--- config.mk ---
export PLATFORM = sky130hd
export DESIGN_NAME = swr_ctrl
export DESIGN_NICKNAME = d
export VERILOG_FILES = /design/src/swr_ctrl.v /design/src/swr_clk_div.v
export VERILOG_INCLUDE_DIRS = /design/src
export SDC_FILE = /design/constraint.sdc
export NUM_CORES = 1
export LEC_CHECK = 0
export ABC_CLOCK_PERIOD_IN_PS = 1600
export CAP_MARGIN = 20
export CELL_PAD_IN_SITES_DETAIL_PLACEMENT = 1
export CELL_PAD_IN_SITES_GLOBAL_PLACEMENT = 1
export CORE_ASPECT_RATIO = 0.8
export CORE_UTILIZATION = 43
export DETAILED_ROUTE_END_ITERATION = 6
export DONT_BUFFER_PORTS = 1
export PLACE_DENSITY = 0.72
export SYNTH_ARGS = -nofsm -noshare
export SYNTH_HDL_FRONTEND = slang
export SYNTH_SLANG_ARGS = --single-unit
--- constraint.sdc ---
create_clock -name i_ref_clk -period 1.6 [get_ports i_ref_clk]
set_input_delay 0.08 -clock i_ref_clk [delete_from_list [all_inputs] [get_ports i_ref_clk]]
set_output_delay 0.08 -clock i_ref_clk [all_outputs]
set_load 0.02 [all_outputs]
--- src/swr_defines.vh ---
`ifndef SWR_DEFINES_VH
`define SWR_DEFINES_VH

// reference clock rate
`define SWR_CLK_MHZ 20
// oscillator divisor field: code 0..3 selects divide by 1..4
`define SWR_DIV_W 2
`define SWR_DIV_RST 2'h0
// configuration settling interval
`define SWR_TCON_NS 10000
`define SWR_TCON_CYC ((`SWR_TCON_NS * `SWR_CLK_MHZ) / 1000)
// unserviced wake-up timeout before falling back to standby
`define SWR_WAKE_US 1000
`define SWR_WAKE_CYC (`SWR_WAKE_US * `SWR_CLK_MHZ)
`define SWR_CNT_W 16

`endif

--- src/swr_ctrl.v ---
// Behaviour
// - logic clock is oscillator divided by divisor field, one to four
// - host interface logic is paced by host bus or serial clock
// - standby stops the oscillator and most internal logic
// - wake on bus activity, status read or power applied
// - wake interrupt raised when enabled and control logic powered
// - no wake interrupt when logic supply is switched by supply enable
// - all supplies: supply enable floats in standby, drives when active
// - unserviced bus-activity wake with all supplies returns to standby on its own
// - battery and transceiver only: bus activity turns supply enable on
// - battery only: ignore bus activity, float until logic supplies appear
// - inactive while reset pin low, active once it returns high
// - fifo contents discarded whenever reset is asserted
// - bus-activity wake with all supplies keeps the waking frame receivable
`timescale 1ns/1ns
`default_nettype none
`include "swr_defines.vh"

module swr_ctrl #(
  parameter [`SWR_CNT_W-1:0] WAKE_CYC = `SWR_WAKE_CYC
) (
  input wire i_ref_clk,
  input wire i_rst,
  input wire i_rst_n_pin,
  input wire i_vdd_present,
  input wire i_vcc_present,
  input wire i_int_enable,
  input wire i_cfg_load,
  input wire [`SWR_DIV_W-1:0] i_osc_div,
  input wire i_standby_cmd,
  input wire i_status_read,
  input wire i_int_ack,
  input wire i_bus_activity,
  input wire i_cs_n,
  input wire i_host_clk,
  output reg o_logic_tick,
  output reg o_host_edge,
  output reg o_active,
  output reg o_standby,
  output reg o_rx_enable,
  output reg o_fifo_clear,
  output reg o_supply_en_out,
  output reg o_supply_en_oe_n,
  output reg o_irq_out,
  output reg o_irq_oe_n,
  output reg o_cfg_settled
);

  localparam [2:0] ST_INACTIVE = 3'h0;
  localparam [2:0] ST_ACTIVE = 3'h1;
  localparam [2:0] ST_STANDBY = 3'h2;
  localparam [2:0] ST_WAKE = 3'h3;
  localparam [2:0] ST_PWRUP = 3'h4;
  localparam [`SWR_CNT_W-1:0] TCON_CYC = `SWR_TCON_CYC;

  reg rst_meta_reg;
  reg rst_sync_reg;
  reg [2:0] state_reg;
  reg [2:0] state_next;
  reg [`SWR_DIV_W-1:0] div_reg;
  reg [`SWR_CNT_W-1:0] wake_cnt_reg;
  reg [`SWR_CNT_W-1:0] tcon_cnt_reg;
  reg tcon_run_reg;
  reg power_q_reg;
  reg host_clk_q_reg;
  wire dev_rst;
  wire power_ok;
  wire power_rise;
  wire div_tick;
  wire timeout;

  // pin is async to us; only the second flop is used downstream
  always @(posedge i_ref_clk) begin
    if (i_rst) begin
      rst_meta_reg <= 1'b0;
      rst_sync_reg <= 1'b0;
    end else begin
      rst_meta_reg <= i_rst_n_pin;
      rst_sync_reg <= rst_meta_reg;
    end
  end

  assign dev_rst = i_rst | ~rst_sync_reg;
  assign power_ok = i_vdd_present & i_vcc_present;
  assign power_rise = power_ok & ~power_q_reg;
  assign timeout = (wake_cnt_reg >= WAKE_CYC);

  always @* begin
    state_next = state_reg;
    case (state_reg)
      ST_INACTIVE: begin
        if (power_ok) begin
          state_next = ST_ACTIVE;
        end
      end
      ST_ACTIVE: begin
        if (i_standby_cmd) begin
          state_next = ST_STANDBY;
        end
      end
      ST_STANDBY: begin
        if (power_rise || (power_ok && i_status_read)) begin
          state_next = ST_ACTIVE;
        end else if (power_ok && i_bus_activity) begin
          state_next = ST_WAKE;
        end else if (i_vcc_present && !i_vdd_present && i_bus_activity) begin
          state_next = ST_PWRUP;
        end
      end
      ST_WAKE: begin
        if (i_int_ack || i_status_read) begin
          state_next = ST_ACTIVE;
        end else if (timeout) begin
          state_next = ST_STANDBY;
        end
      end
      ST_PWRUP: begin
        // logic supply now follows supply enable; no interrupt path here
        if (power_ok) begin
          state_next = ST_ACTIVE;
        end
      end
      default: begin
        state_next = ST_INACTIVE;
      end
    endcase
  end

  always @(posedge i_ref_clk) begin
    if (dev_rst) begin
      state_reg <= ST_INACTIVE;
      power_q_reg <= 1'b0;
      wake_cnt_reg <= {`SWR_CNT_W{1'b0}};
    end else begin
      state_reg <= state_next;
      power_q_reg <= power_ok;
      if (state_reg == ST_WAKE) begin
        wake_cnt_reg <= wake_cnt_reg + 16'h0001;
      end else begin
        wake_cnt_reg <= {`SWR_CNT_W{1'b0}};
      end
    end
  end

  // divisor and settling timer
  always @(posedge i_ref_clk) begin
    if (dev_rst) begin
      div_reg <= `SWR_DIV_RST;
      tcon_cnt_reg <= {`SWR_CNT_W{1'b0}};
      tcon_run_reg <= 1'b0;
      o_cfg_settled <= 1'b0;
    end else if (i_cfg_load && state_reg == ST_ACTIVE) begin
      div_reg <= i_osc_div;
      tcon_cnt_reg <= {`SWR_CNT_W{1'b0}};
      tcon_run_reg <= 1'b1;
      o_cfg_settled <= 1'b0;
    end else if (tcon_run_reg) begin
      tcon_cnt_reg <= tcon_cnt_reg + 16'h0001;
      if (tcon_cnt_reg + 16'h0001 >= TCON_CYC) begin
        tcon_run_reg <= 1'b0;
        o_cfg_settled <= 1'b1;
      end
    end
  end

  // divider halts in standby; restarts at once on a wake so the frame is caught
  swr_clk_div u_div (
    .i_ref_clk(i_ref_clk),
    .i_rst(dev_rst),
    .i_run(state_next == ST_ACTIVE || state_next == ST_WAKE),
    .i_div(div_reg),
    .o_tick(div_tick)
  );

  // host clock sampled at 20 MHz; fine up to the host's 4.2 MHz limit
  always @(posedge i_ref_clk) begin
    if (dev_rst) begin
      host_clk_q_reg <= 1'b0;
      o_host_edge <= 1'b0;
    end else begin
      host_clk_q_reg <= i_host_clk;
      o_host_edge <= i_host_clk & ~host_clk_q_reg & ~i_cs_n & (state_reg == ST_ACTIVE);
    end
  end

  always @(posedge i_ref_clk) begin
    if (i_rst) begin
      o_logic_tick <= 1'b0;
      o_active <= 1'b0;
      o_standby <= 1'b0;
      o_rx_enable <= 1'b0;
      o_fifo_clear <= 1'b1;
      o_supply_en_out <= 1'b0;
      o_supply_en_oe_n <= 1'b1;
      o_irq_out <= 1'b0;
      o_irq_oe_n <= 1'b1;
    end else begin
      o_logic_tick <= div_tick;
      o_active <= (state_reg == ST_ACTIVE);
      o_standby <= (state_reg == ST_STANDBY);
      o_rx_enable <= (state_reg == ST_ACTIVE) || (state_reg == ST_WAKE);
      o_fifo_clear <= dev_rst;
      o_supply_en_out <= 1'b1;
      // floats in standby and while held inactive
      o_supply_en_oe_n <= ~((state_reg == ST_ACTIVE) || (state_reg == ST_WAKE)
                            || (state_reg == ST_PWRUP));
      o_irq_out <= 1'b0;
      o_irq_oe_n <= ~((state_reg == ST_WAKE) && i_int_enable && i_vdd_present);
    end
  end

endmodule
`default_nettype wire

--- src/swr_clk_div.v ---
`timescale 1ns/1ns
`default_nettype none
`include "swr_defines.vh"

module swr_clk_div (
  input wire i_ref_clk,
  input wire i_rst,
  input wire i_run,
  input wire [`SWR_DIV_W-1:0] i_div,
  output reg o_tick
);

  reg [`SWR_DIV_W-1:0] cnt_reg;

  always @(posedge i_ref_clk) begin
    if (i_rst || !i_run) begin
      cnt_reg <= {`SWR_DIV_W{1'b0}};
      o_tick <= 1'b0;
    end else if (cnt_reg >= i_div) begin
      cnt_reg <= {`SWR_DIV_W{1'b0}};
      o_tick <= 1'b1;
    end else begin
      cnt_reg <= cnt_reg + 2'h1;
      o_tick <= 1'b0;
    end
  end

endmodule
`default_nettype wire

==> summary.md, run 1 <==
| Metric | Value |
|---|---|
| Status | complete, but fails checks |
| Failing checks | setup timing |
| Hold/Removal Path Class | primary input to flip-flop |
| Routed wire length | 6830 µm |
| Fin. Hold Viols | 0 |
| Die area | 6160 µm² |
| Area Overhead vs Synth | 29.9% |
| Syn Inst Count | 281 |
| I/O Buffers | 0 |
| Die width | 87.5 µm |
| Initial antenna violation count | 0 |
| Detailed Place HPWL | 4520 µm |
| Post-route antenna net violation count | 0 |
| Maximum root-to-sink buffer count | 2 |
| Post-synth cell types | 53 |
| Final Max Tran Viols | 0 |
| Latest clock arrival within the worst-skew pair | 0.31 ns |
| Vias in the first global route | 2224 |
| Post-synth EDFFs | 0 |
| CTS Buf Count | 5 |
| Arrival time at the worst endpoint | 2.04 ns |
| Synth warn | 0 |
| Ports | 26 |
| Fmax | 0.561 GHz |
| Final Instance Area | 3270 µm² |
| Nets | 358 |
| CP max FO | 3 |
| CTS tree | done |
| Total global-route track usage | 0.225 |
| Core Region | 5560 µm² |
| Setup ws final | -0.184 ns |
| Cell Area, Placed | 2910 µm² |
| Pleak | 1.16 nW |
| Leading area contributor after synthesis | dfxtp_1 |
| Final Wtd Congestion | 0.820 |
| Fin crit share | 1.11 |
| FF+latch area | 1130 µm² |
| Grt total ovfl | 0 |
| Power Total | 2.19 mW |
| Minimum clock period | 1.78 ns |
| Vias per Instance | 5.25 |
| Area fraction of the dominant cell type after synthesis | 0.438 |
| # Max-Cap Violations | 0 |
| Die Ht | 70.4 µm |
| CP Data Required Time | 1.86 ns |
| Largest net degree at the start of global routing | 18 |
| Drt first pass iters | 4 |
| Worst setup SP type | flip-flop |
| Most numerous cell in the Yosys netlist | dfxtp_1 |
| Diode count | 0 |
| Routed via count | 2191 |
| Syn Area/Cell | 8.95 µm² |
| Critical path class | flip-flop to flip-flop |
| Share of cells above drive strength 1 | 0.286 |
| Hold_ws | 0.0385 ns |
| Clock skew | 0.00379 ns |
| Fillers | 662 |
| Unrepaired setup endpoints after global routing | true |
| Mapped Area | 2510 µm² |
| Pwr Density | 672 nW/µm² |
| DRT iter0 DRCs | 46 |
| Clock transition at the registers of the reported paths | 0.10 ns |
| Yosys reg bits | 55 |
| Rows | 24 |
| Max IR drop VDD | 0.000525 V |
| Routed wire per std cell | 16.4 µm |
| # DRC | 0 |
| Global-route wire length before repair | 10700 µm |
| Top cells by area, synth | dfxtp_1, nor2_1, xnor2_1 |
| Ys async rst share | 0 |
| Commonest cells in the netlist | dfxtp_1, nor2_1, xnor2_1 |
| Final core occ | 0.588 |
| Syn nets | 301 |
| CP endpoint kind | flip-flop |
| Clk root buf | clkbuf_8 |
| Area of the multi-input gates | 1400 µm² |
| Main synth FF type | dfxtp_1 |
| Clk sinks | 55 |
| # setup viols final | 2 |
| Number of H-tree levels | 2 |
| Initial Util | 0.453 |
| Sequential area share after synthesis | 0.438 |
## through the flow
stage / instances / worst slack, ns / TNS [ns]
4_1_cts: 413 / -0.0920 / -0.179
5_1_grt: 417 / -0.262 / -0.517
2_1_floorplan: 281 / -0.0183 / -0.0356
3_5_place_dp: 392 / -0.112 / -0.218
6_report: 417 / -0.184 / -0.363
3_3_place_gp: 392 / -0.0436 / -0.0821
## path summary, 6_finish.rpt
check | startpoint | end | slack [ns] | cells past startpoint
hold reg to reg | host_clk_q_reg | o_host_edge | 0.41 | 1
setup reg to reg | tcon_cnt_reg[10] | tcon_run_reg | -0.18 | 5
hold / removal | i_vdd_present | state_reg[2] | 0.04 | 3
setup / recovery | tcon_cnt_reg[10] | tcon_run_reg | -0.18 | 5
## critical path, cell delays in order, from the launching register on
cell,delay [ns]
dfxtp_1,0.39
nand4_1,0.20
nor4_4,0.34
nand3_2,0.17
a2111oi_4,0.44
a22o_1,0.19
## area by class of cell
type	count	share of cell area
Timing Repair Buffer	61	0.153
Inverter	14	0.0161
Sequential cell	55	0.345
Tap cell	78	0.0299
Clock buffer	5	0.0211
Clock inverter	3	0.00574
Multi-Input combinational cell	201	0.429
## what timing repair did
action | in CTS | in global routing
setup endpoints to repair | 2 | 14
resized for setup | 15 | 19
hold buffers | 9 | 0
cloned | 0 | 0
pin swaps | 12 | 10
setup buffers | 4 | 4
endpoints found under the hold margin | 15 | 0
## where the power goes
part	leakage, nW	switching (mW)	internal, mW	total [mW]
registers	0.451	0.00624	1.37	1.37
clock network	0.0483	0.462	0.309	0.771
logic	0.665	0.0251	0.0255	0.0506
## routing by layer
metal  GRT usage  vias to the layer above  part of all wire
met4      0.0601                        0             0.017
li1            -                     1091                 -
met2       0.362                       26              0.48
met1       0.304                     1065              0.47
met5           0                        -                 0
met3      0.0473                        9             0.031
## cells in the final DEF, fill, tap and decap left out, types with 2 or more instances in the layout
cell type and instances:
nand3_2 2, buf_4 47, o21ai_0 6, nand3_1 13, dfxtp_2 6, dfxtp_4 5, ha_1 4, inv_1 13
and3_1 2, nor4_1 3, nor3_1 12, nor2b_1 3, dfxtp_1 44, nand2b_1 3, nor3b_1 2, o211ai_1 2
xnor2_1 14, dlygate4sd3_1 9, a32oi_1 2, a21oi_1 11, nor2_1 38, or3_1 4, xor2_1 14, and2_1 3
nor2_2 2, mux2i_1 3, or3_4 2, nand2_1 12, buf_6 5, nand4_1 11, clkbuf_8 5, clkinv_2 2
## cells by family after synthesis
logic type	share of synthesized area
adders and majority gates	0.0249
buffers and inverters	0.0483
DFF	0.438
other	0.00149
and+or+nand+nor	0.267
muxes	0.0164
xor gates and xnor gates	0.101
AOI/OAI and AO/OA	0.103
Power figures use the tool's default switching activity.
==> run 2, diff against run 1 <==
==> constraint.sdc (replaced) <==
create_clock -name i_ref_clk -period 1.6 [get_ports i_ref_clk]
set_input_delay 0.08 -clock i_ref_clk [delete_from_list [all_inputs] [get_ports i_ref_clk]]
set_output_delay 0.08 -clock i_ref_clk [all_outputs]
set_load 0.01 [all_outputs]
==> run 2 against run 1 <==
- the run still ends with setup timing left
- worst hold slack gained 0.027 ns
- global-route usage up 1.6 points
- via count is 2.8% higher
- power is 15% higher
- sequential share of layout area barely moved
- maximum frequency grew 5.0%
- register-to-register slack better by 0.09 ns
- core utilization fell by 0.090 points
- die area unchanged
- cell count fell by 0.72%
- combinational power barely moved
- flip-flop and latch count unchanged
- critical endpoint is now o_cfg_settled
- highest routed layer unchanged
==> summary.md, run 2 (synthesis gave the netlist of run 1 again) <==
| Metric | Value |
|---|---|
| # Max-Cap Violations | 0 (unchanged) |
| # setup viols final | 2 (unchanged) |
| Clock transition at the registers of the reported paths | 0.10 ns (about the same) |
| Combinational power share | 0.020 (-0.003) |
| Vias in the first global route | 2296 (+3.2%) |
| FF+latch area | 1120 µm² (-0.22%) |
| Total global-route track usage | 0.241 (+0.0161) |
| Worst reg2reg path startpoint | tcon_cnt_reg[8] |
| Max IR drop VDD | 0.000471 V (-10%) |
| Critical path class | flip-flop to flip-flop |
| Initial Util | 0.453 (unchanged) |
| Number of H-tree levels | 2 (unchanged) |
| Clk sinks | 55 (unchanged) |
| Clk root buf | clkbuf_8 |
| Diode count | 0 (unchanged) |
| Post-route antenna net violation count | 0 (unchanged) |
| Die width | 87.5 µm (unchanged) |
| Fillers | 654 (-1.2%) |
| Latest clock arrival within the worst-skew pair | 0.32 ns (about the same) |
| Final Max Tran Viols | 0 (unchanged) |
| Fin. Hold Viols | 0 (unchanged) |
| Worst setup SP type | flip-flop |
| Hold/Removal Path Class | primary input to flip-flop |
| NetSw | 498 µW (+1.0%) |
| Commonest non-fill, non-tap cell in the layout | buf_4 |
| Rows | 24 (unchanged) |
| Routed wire per std cell | 17.0 µm (+3.8%) |
| Core Region | 5560 µm² (unchanged) |
| CP endpoint kind | flip-flop |
| Unrepaired setup endpoints after global routing | true |
| CTS tree | done |
| Clock share of power | 0.434 (+0.083) |
| Min-delay src | i_status_read |
| FF-to-FF path depth | 5 (unchanged) |
| Setup ws final | -0.0981 ns (+0.0856 ns) |
| Vias per Instance | 5.44 (+3.5%) |
| Fin crit share | 1.06 (-0.0535) |
| CTS Buf Count | 5 (unchanged) |
| Detailed Place HPWL | 4580 µm (+1.5%) |
| CP max FO | 4 (+1) |
| Grt total ovfl | 0 (unchanged) |
| Minimum clock period | 1.70 ns (-0.0856 ns) |
| Pleak | 1.16 nW (about the same) |
| Pwr Density | 773 nW/µm² (+15%) |
| Hold_ws | 0.0655 ns (+0.0269 ns) |
| Flop pwr share | 0.546 (-0.080) |
| Failing checks | setup timing |
| Placement Setup Slack | -0.104 ns (+0.00788 ns) |
| DRT iter0 DRCs | 61 (+33%) |
| Crit path launch | tcon_cnt_reg[8] |
| Die Ht | 70.4 µm (unchanged) |
| Maximum root-to-sink buffer count | 2 (unchanged) |
| Area of the multi-input gates | 1390 µm² (-0.98%) |
| Arrival time at the worst endpoint | 1.89 ns (-0.15 ns) |
| # DRC | 0 (unchanged) |
| Largest net degree at the start of global routing | 18 (unchanged) |
| Ports | 26 (unchanged) |
| CP Data Required Time | 1.79 ns (-0.07 ns) |
| Die area | 6160 µm² (unchanged) |
| Global-route wire length before repair | 11500 µm (+7.3%) |
| Status | complete, but fails checks |
| Pint | 2.02 mW (+19%) |
| Initial antenna violation count | 0 (unchanged) |
| Drt first pass iters | 4 (unchanged) |
| Fmax | 0.589 GHz (+5.0%) |
| Share of cells above drive strength 1 | 0.295 (+0.00851) |
| Routed via count | 2252 (+2.8%) |
| Final Wtd Congestion | 0.808 (-1.5%) |
| Most frequent cells in the layout | buf_4, dfxtp_1, nor2_1 |
| Reg-to-reg slack, setup | -0.1 ns (+0.09 ns) |
| Sw Ratio | 0.198 (-0.0270) |
| Clock skew | 0.0144 ns (+0.0106 ns) |
| Nets | 355 (-0.84%) |
| Routed wire length | 7030 µm (+3.0%) |
| Area Overhead vs Synth | 29.7% |
| TNS Setup | -0.195 ns (+0.168 ns) |
| I/O Buffers | 0 (unchanged) |
| Hold Path Depth | 3 (unchanged) |
run 2: cell types whose count changed in the layout (fill, tap and decap cells not counted), moves of 2 or more:
cell | previous run | this run
buf_6 | 5 | 1
bufinv_16 | 0 | 2
clkinv_2 | 2 | 0
dfxtp_1 | 44 | 40
dfxtp_2 | 6 | 13
dfxtp_4 | 5 | 2
run 2: stage by stage:
step | total power, mW | instance area, µm² | std cells | utilization
floorplan | 1.43 | 2570 | 281 | -
global placement | 1.44 | 2900 | 390 | 0.521
detailed placement | 1.44 | 2900 | 390 | 0.521
CTS | 2.54 | 3190 | 410 | 0.574
global route | 2.61 | 3260 | 414 | 0.587
finish | 2.52 | 3260 | 414 | 0.587
run 2: repair_timing:
item / CTS / global route
hold buffers: 9 / 0
hold endpoints to repair: 15 / 0
buffers inserted: 3 / 4
pin swaps: 8 / 4
endpoints found under the setup margin: 3 / 14
gates resized for setup: 12 / 19
run 2: final timing paths:
| path | to |
|---|---|
| min | state_reg[0] |
| max reg2reg | o_cfg_settled |
| min reg2reg | o_host_edge |
| max | o_cfg_settled |
run 2: cell type report:
| type | instances | share of cell area |
|---|---|---|
| flip-flops and latches | 55 | 0.345 |
| inverters | 14 | 0.0161 |
| well taps | 78 | 0.0299 |
| clock buffers | 5 | 0.0211 |
| clock inverters | 3 | 0.0207 |
| multi-input cells | 201 | 0.426 |
| repair buffers | 58 | 0.142 |
run 2: critical path: stages (launching register included):
cell	delay [ns]
dfxtp_1	0.42
nand4_1	0.20
nor4_2	0.35
xor2_1	0.18
a2111oi_4	0.33
a21oi_1	0.11
run 2: metal layers:
| metal | wire length (µm) | track usage | up-vias |
|---|---|---|---|
| met2 | 3360 | 0.391 | 41 |
| met5 | 0 | 0 | - |
| met3 | 233 | 0.0591 | 10 |
| met1 | 3350 | 0.325 | 1124 |
| met4 | 89 | 0.0474 | 0 |
| li1 | - | - | 1077 |
run 2: power groups by stage:
stage	clock, mW	combinational [mW]	sequential (mW)
after floorplan	0	0.0228	1.41
final	1.09	0.0505	1.38
after CTS	1.12	0.0473	1.38
after global routing	1.18	0.0548	1.38
after global placement	0	0.0283	1.41
after detailed placement	0	0.0291	1.41
